[config.mk]
export PLATFORM = sky130hd
export DESIGN_NAME = eeprom_status_write
export DESIGN_NICKNAME = d
export VERILOG_FILES = /design/src/hdl/eeprom_status_pkg.sv /design/src/hdl/eeprom_status_write.sv
export SDC_FILE = /design/constraint.sdc
export NUM_CORES = 1
export LEC_CHECK = 0
export BUFFER_PORTS_ARGS = -buffer_cell sky130_fd_sc_hd__buf_4
export CAP_MARGIN = 40
export CELL_PAD_IN_SITES_DETAIL_PLACEMENT = 1
export CELL_PAD_IN_SITES_GLOBAL_PLACEMENT = 1
export CORE_MARGIN = 5
export CORE_UTILIZATION = 23
export DETAILED_ROUTE_END_ITERATION = 12
export PLACE_DENSITY = 0.42
export SLEW_MARGIN = 20
export SYNTH_ARGS = -nofsm -noshare
export SYNTH_HDL_FRONTEND = slang
export SYNTH_SLANG_ARGS = --single-unit
export TNS_END_PERCENT = 5
[constraint.sdc]
create_clock -name i_clk -period 2.1 [get_ports i_clk]
set_input_delay 0.315 -clock i_clk [delete_from_list [all_inputs] [get_ports i_clk]]
set_output_delay 0.315 -clock i_clk [all_outputs]
set_load 0.03 [all_outputs]
[src/hdl/eeprom_status_pkg.sv]
// constants for the serial eeprom status-write block
package eeprom_status_pkg;
	localparam logic [7:0] CMD_WRITE_ENABLE = 8'h06;
	localparam logic [7:0] CMD_WRITE_DISABLE = 8'h04;
	localparam logic [7:0] CMD_STATUS_READ = 8'h05;
	localparam logic [7:0] CMD_STATUS_WRITE = 8'h01;
	localparam int BIT_STATUS_WRITE_DISABLE_POS = 7;
	localparam int BIT_PSEL_HI = 3;
	localparam int BIT_PSEL_LO = 2;
	localparam int BIT_WEL_POS = 1;
	localparam int BIT_WIP_POS = 0;
	localparam logic [3:0] RSV_SMALL = 4'hF;
	localparam logic [2:0] RSV_LARGE = 3'h0;
	localparam logic [1:0] PROT_NONE = 2'h0;
	localparam logic [1:0] PROT_QUARTER = 2'h1;
	localparam logic [1:0] PROT_HALF = 2'h2;
	localparam logic [1:0] PROT_ALL = 2'h3;
	localparam int SMALL_KBIT = 4;
	localparam int BYTE_BITS = 8;
	localparam int WRITE_TIME_US = 5;
	localparam int CLK_MHZ = 10;
	localparam int WRITE_CYCLES = WRITE_TIME_US * CLK_MHZ;
endpackage

[src/hdl/eeprom_status_write.sv]
// status register and command decoder of an spi serial eeprom slave
// ---------------------------------------------------------------
// Behaviour
// - status write carries exactly one data byte
// - bits 3..2 select protected array region
// - bits 1..0 read only, not loaded from the data byte
// - large parts: bit 7 set blocks status writes
// - bit 0 reads one during nonvolatile write
// ---------------------------------------------------------------
`timescale 1ns/1ps
module eeprom_status_write
	import eeprom_status_pkg::*;
#(
	parameter int SIZE_KBIT = 64,
	parameter int BUSY_CYCLES = WRITE_CYCLES
) (
	input  wire logic       i_clk,
	input  wire logic       i_arst_n,
	input  wire logic       i_sck,
	input  wire logic       i_cs_n,
	input  wire logic       i_mosi,
	output logic            o_miso,
	output logic            o_miso_oe,
	output logic [1:0]      o_protect_region,
	output logic [7:0]      o_status
);
	localparam bit LARGE = SIZE_KBIT > SMALL_KBIT;
	// busy counter is 16 bits wide and must load a nonzero count
	if (SIZE_KBIT < 1 || BUSY_CYCLES < 1 || BUSY_CYCLES > 65535) begin : g_bad_param
		$error("eeprom_status_write: bad parameter");
	end

	// ---------------------------------------------------------------
	// pin synchronisers and edge detection
	// ---------------------------------------------------------------
	logic [1:0] sck_s, cs_s, mosi_s;
	logic       sck_d, cs_d;
	always_ff @(posedge i_clk or negedge i_arst_n) begin
		if (!i_arst_n) begin
			sck_s  <= 2'h0;
			cs_s   <= 2'h3;
			mosi_s <= 2'h0;
			sck_d  <= 1'b0;
			cs_d   <= 1'b1;
		end else begin
			sck_s  <= {sck_s[0], i_sck};
			cs_s   <= {cs_s[0], i_cs_n};
			mosi_s <= {mosi_s[0], i_mosi};
			sck_d  <= sck_s[1];
			cs_d   <= cs_s[1];
		end
	end
	wire sck_rise = sck_s[1] & ~sck_d;
	wire sck_fall = ~sck_s[1] & sck_d;
	wire cs_active = ~cs_s[1];
	wire cs_release = cs_s[1] & ~cs_d;

	// ---------------------------------------------------------------
	// shift register and byte counter
	// ---------------------------------------------------------------
	logic [7:0] shift;
	logic [2:0] bit_cnt;
	logic [1:0] byte_cnt;
	logic [7:0] cmd;
	logic [7:0] data;
	always_ff @(posedge i_clk or negedge i_arst_n) begin
		if (!i_arst_n) begin
			shift    <= 8'h00;
			bit_cnt  <= 3'h0;
			byte_cnt <= 2'h0;
			cmd      <= 8'h00;
			data     <= 8'h00;
		end else if (!cs_active) begin
			bit_cnt  <= 3'h0;
			byte_cnt <= 2'h0;
		end else if (sck_rise) begin
			shift   <= {shift[6:0], mosi_s[1]};
			bit_cnt <= bit_cnt + 3'h1;
			if (bit_cnt == 3'(BYTE_BITS - 1)) begin
				if (byte_cnt == 2'h0)
					cmd <= {shift[6:0], mosi_s[1]};
				else if (byte_cnt == 2'h1)
					data <= {shift[6:0], mosi_s[1]};
				if (byte_cnt != 2'h3)
					byte_cnt <= byte_cnt + 2'h1;
			end
		end
	end
	// a frame is complete only on a whole byte boundary
	wire aligned = (bit_cnt == 3'h0);
	wire one_cmd = aligned && byte_cnt == 2'h1;
	wire cmd_plus_byte = aligned && byte_cnt == 2'h2;

	// ---------------------------------------------------------------
	// status state
	// ---------------------------------------------------------------
	logic        status_write_disable;
	logic [1:0]  prot;
	logic        write_enable_latch;
	logic [15:0] busy_cnt;
	wire         write_in_progress = (busy_cnt != 16'h0);
	wire is_wsr = cmd_plus_byte && cmd == CMD_STATUS_WRITE;
	// write disable flag blocks the protect field and itself; the write enable latch still clears
	wire wsr_ok = is_wsr && write_enable_latch && !write_in_progress && !(LARGE && status_write_disable);
	always_ff @(posedge i_clk or negedge i_arst_n) begin
		if (!i_arst_n) begin
			status_write_disable <= 1'b0;
			prot <= PROT_NONE;
		end else if (cs_release && wsr_ok) begin
			prot <= data[BIT_PSEL_HI:BIT_PSEL_LO];
			if (LARGE)
				status_write_disable <= data[BIT_STATUS_WRITE_DISABLE_POS];
		end
	end
	always_ff @(posedge i_clk or negedge i_arst_n) begin
		if (!i_arst_n) begin
			write_enable_latch <= 1'b0;
		end else if (cs_release && !write_in_progress) begin
			if (one_cmd && cmd == CMD_WRITE_ENABLE)
				write_enable_latch <= 1'b1;
			else if (one_cmd && cmd == CMD_WRITE_DISABLE)
				write_enable_latch <= 1'b0;
			else if (is_wsr && write_enable_latch)
				write_enable_latch <= 1'b0;
		end
	end
	always_ff @(posedge i_clk or negedge i_arst_n) begin
		if (!i_arst_n) begin
			busy_cnt <= 16'h0;
		end else if (cs_release && wsr_ok) begin
			busy_cnt <= 16'(BUSY_CYCLES);
		end else if (write_in_progress) begin
			busy_cnt <= busy_cnt - 16'h1;
		end
	end

	logic [7:0] status_now;
	always_comb begin
		status_now = 8'h00;
		if (LARGE) begin
			status_now[BIT_STATUS_WRITE_DISABLE_POS] = status_write_disable;
			status_now[6:4] = RSV_LARGE;
		end else begin
			status_now[7:4] = RSV_SMALL;
		end
		status_now[BIT_PSEL_HI:BIT_PSEL_LO] = prot;
		status_now[BIT_WEL_POS] = write_enable_latch;
		status_now[BIT_WIP_POS] = write_in_progress;
	end

	// ---------------------------------------------------------------
	// read-back on miso, shifted out on falling sck
	// ---------------------------------------------------------------
	logic [7:0] out_sh;
	always_ff @(posedge i_clk or negedge i_arst_n) begin
		if (!i_arst_n) begin
			out_sh    <= 8'h00;
			o_miso    <= 1'b0;
			o_miso_oe <= 1'b0;
		end else if (!cs_active) begin
			o_miso_oe <= 1'b0;
			o_miso    <= 1'b0;
		end else if (sck_fall) begin
			if (byte_cnt != 2'h0 && aligned && cmd == CMD_STATUS_READ) begin
				o_miso    <= status_now[7];
				out_sh    <= {status_now[6:0], 1'b0};
				o_miso_oe <= 1'b1;
			end else if (o_miso_oe) begin
				o_miso <= out_sh[7];
				out_sh <= {out_sh[6:0], 1'b0};
			end
		end
	end

	always_ff @(posedge i_clk or negedge i_arst_n) begin
		if (!i_arst_n) begin
			o_status         <= 8'h00;
			o_protect_region <= PROT_NONE;
		end else begin
			o_status         <= status_now;
			o_protect_region <= prot;
		end
	end

	// cycles that the busy bit has stood high without a break
	logic [16:0] wip_run;
	always_ff @(posedge i_clk or negedge i_arst_n) begin
		if (!i_arst_n) begin
			wip_run <= 17'h0;
		end else if (write_in_progress) begin
			wip_run <= wip_run + 17'h1;
		end else begin
			wip_run <= 17'h0;
		end
	end
endmodule

==> run summary <==
Outcome = finished, final reports clean
Post-route setup TNS = 0 ps
CTS buffer count = 9
Vias post-DR = 1785
Final Cycle Share = 0.953
Netlist cell types = 41
I/O pin count = 17
Total track usage = 0.0928
N_diodes = 0
Worst R2R Setup Slack = 100 ps
Multiplexer share of the synthesized area = 0.129
Buf/Inv on CP = 2
Crit path depth = 7
Pins Over Slew Limit = 0
First-pass GRT wire length = 10.5 mm
Initial Util = 0.232
Mapped Area = 2900 µm²
Wirelength per Cell = 13.7 µm
Cells on Worst Hold Path = 1
Tot Pwr = 2.84 mW
XOR/XNOR Fraction of Synth Area = 0.0362
Post-Synth Simple-Gate Area = 0.158
Setup Skew = 12.1 ps
Crit-path slowest cell = dfrtp_1
Crit path DAT = 2220 ps
Syn. warnings = 0
Max_slew headroom = 0.629
Synth top area share = 0.534
Top cell type by total area after synthesis = dfrtp_1
Hold_sp = i_cs_n
DRC Markers = 0
Gr ovfl total = 0
Reg2reg end = out_sh[2]$_DFFE_PN0P_
Unrepaired setup endpoints after global routing = false
Post-synthesis area per instance = 13.0 µm²
CTS tree = built
Pwr/cell area = 783 nW/µm²
Clk sink count = 65
Via density = 4.08
Post-synthesis compound-gate area fraction = 0.0375
# H-tree levels = 3
Fin util = 0.289
Routability Congestion = 0.686
Critical path launch point = byte_cnt[1]$_DFFE_PN0P_
Delay-heaviest family, CP = simple AND/OR/NAND/NOR gates
Hold Vio Cnt, Final = 0
CP Launch Type = register
CP max stage delay = 370 ps
Post-synth EDFFs = 0
Nets = 274
Worst r2r src = byte_cnt[1]$_DFFE_PN0P_
Cell Chain, Critical Path = inv_1 -> ha_2 -> nor3b_4 -> nand4_4 -> a2111oi_4 -> buf_4 -> mux2_4
Top FF cell, synth = dfrtp_1
Total wire length = 5.99 mm
Die ar. = 15000 µm²
Die X = 122 µm
Die height = 122 µm
Drt first pass iters = 3
Post-synthesis sequential area ratio = 0.561
DRT iter0 DRCs = 94
Worst min path class = in -> reg
Least-Margin Pin Slew = 549 ps
Share of cells above drive strength 1 = 0.325
Largest family of logic cells by synthesized area = simple AND/OR/NAND/NOR gates
Max Root-Sink Buffers = 2
Vias in the first global route = 1944
Reg clk slew, reported paths = 60 ps
Worst setup EP type = register
Max IR drop VDD = 0.301 mV
Largest net degree at the start of global routing = 32
Cell Rows = 41
Area Overhead vs Synth = 24.7%
Port Buffers = 13
Initial antenna violation count = 0
Reg2reg path depth = 7
CP Max Fanout = 9
Critical path required time = 2320 ps
Core box area = 12500 µm²
Root Buffer = clkbuf_16
Top cells by area, synth = dfrtp_1 53%, mux2_2 11%, ha_1 3.9%
Final Critical Period = 2000 ps
Synth Area in Adders = 0.0388
Leak pwr = 1.65 nW
Max-Cap Viols = 0
Worst skew pair latency = 330 ps
Post-route ant nets = 0
Highest Clock Rate = 0.499 GHz
Worst setup path endpoint = out_sh[2]$_DFFE_PN0P_
Cells after Synth = 223
FFs w/ async S/R, synth = 1.00
Final setup viols = 0
Critical path class = reg -> reg
Hpwl dp = 4.38 mm
Flip-flop and latch count after synthesis = 65
-- cells in the mapped netlist (all sizes together), types with 2 or more instances --
cell / instances
dfrtp: 62
mux2: 28
inv: 14
xnor2: 12
nand2: 11
nor2: 11
ha: 9
nand3: 7
nor4: 7
buf: 6
mux2i: 6
nand4: 6
nand4b: 5
nor2b: 5
dfstp: 3
nand3b: 3
nor3b: 3
nor4bb: 3
a211o: 2
a21o: 2
a21oi: 2
and2: 2
nor3: 2
-- where the power goes --
group	leakage (nW)	internal [mW]	switching [mW]	total, mW
clock	0.126	0.793	0.540	1.33
sequential	0.874	1.32	0.0533	1.37
combinational	0.647	0.0679	0.0620	0.130
total	1.65	2.18	0.655	2.84
-- layout by cell type, fill, tap and decap left out, types with 2 or more instances in the layout --
| cell | netlist | layout |
|---|---|---|
| a211o_1 | 2 | 2 |
| nor2b_1 | 5 | 5 |
| ha_1 | 9 | 8 |
| nand3b_1 | 3 | 3 |
| nand4_1 | 4 | 4 |
| a21oi_1 | 2 | 2 |
| nand3_1 | 7 | 7 |
| clkbuf_16 | 0 | 9 |
| nand4b_1 | 5 | 5 |
| nor3b_4 | 0 | 2 |
| clkbuf_1 | 0 | 3 |
| buf_4 | 5 | 29 |
| a21o_1 | 2 | 2 |
| nor3_1 | 2 | 2 |
| clkinv_2 | 0 | 3 |
| xnor2_1 | 12 | 12 |
| mux2i_1 | 6 | 6 |
| dfstp_2 | 3 | 3 |
| dfrtp_1 | 62 | 62 |
| nor4bb_1 | 3 | 3 |
| mux2_4 | 0 | 4 |
| and2_1 | 2 | 2 |
| nand2_1 | 11 | 11 |
| mux2_2 | 28 | 24 |
| conb_1 | 1 | 3 |
| inv_1 | 14 | 14 |
| nor4_4 | 1 | 2 |
| nor4_1 | 4 | 4 |
| nor2_1 | 11 | 11 |
-- kinds of logic (layout without fill, tap and decap cells) --
kind of cell | Yosys count | after routing
other cells | 1 | 3
xor+xnor | 12 | 12
fa+ha+maj | 9 | 9
flops | 65 | 65
compound gates | 12 | 12
mux | 34 | 34
buf+inv | 21 | 61
simple gates | 69 | 69
-- sequential cells by signal, indices dropped and copies added (netlist names), 2 cells and up --
signal,flops
cmd,8
out_sh,7
cs_s,2
data,3
mosi_s,2
shift,7
byte_cnt,2
sck_s,2
busy_cnt,16
prot,2
bit_cnt,3
o_status,4
-- metrics by stage --
step | hold slack (ps) | setup slack (ps) | cells | area [µm²]
3_5_place_dp | 299 | 43.8 | 419 | 3330
2_1_floorplan | 19.4 | -77.7 | 225 | 2940
3_3_place_gp | 287 | 68.9 | 419 | 3330
4_1_cts | 72.9 | 44.1 | 436 | 3600
6_report | 85.5 | 97.9 | 437 | 3620
5_1_grt | 73.5 | 1.47 | 437 | 3620
-- timing repair --
action	4_1_cts	5_1_grt
hold endpoints to repair	29	0
setup buffers	0	1
gates resized for setup	0	2
hold buffers	1	0
endpoints found under the setup margin	0	6
-- cell type report --
cell class / instances / area, µm²
sequential: 65 / 1630
clock buffer: 12 / 236
timing repair buffer: 31 / 248
inverter: 14 / 52.6
fill: 1400 / 8900
multi-input combinational: 139 / 1220
tap: 172 / 215
clock inverter: 4 / 22.5
-- worst register-to-register path, stage by stage (launching register included) --
cell and delay, ps:
dfrtp_1 370, inv_1 80, ha_2 200, nor3b_4 250
nand4_4 130, a2111oi_4 300, buf_4 250, mux2_4 310
-- worst min path at each step --
stage / to / slack [ps]
2_1_floorplan: bit_cnt[0]$_DFFE_PN0P_ / 20
3_3_place_gp: out_sh[7]$_DFFE_PN0P_ / 290
3_5_place_dp: out_sh[7]$_DFFE_PN0P_ / 300
4_1_cts: cs_s[0]$_DFF_PN1_ / 70
5_1_grt: cs_s[0]$_DFF_PN1_ / 70
6_report: cs_s[0]$_DFF_PN1_ / 90
-- layer usage --
| layer | track usage | vias to the layer above | wire length, µm |
|---|---|---|---|
| li1 | - | 858 | - |
| met3 | 0.0253 | 11 | 201 |
| met2 | 0.135 | 20 | 2730 |
| met1 | 0.124 | 896 | 2920 |
| met4 | 0.0525 | 0 | 143 |
| met5 | 0 | - | 0 |
(Power assumes the default switching activity.)
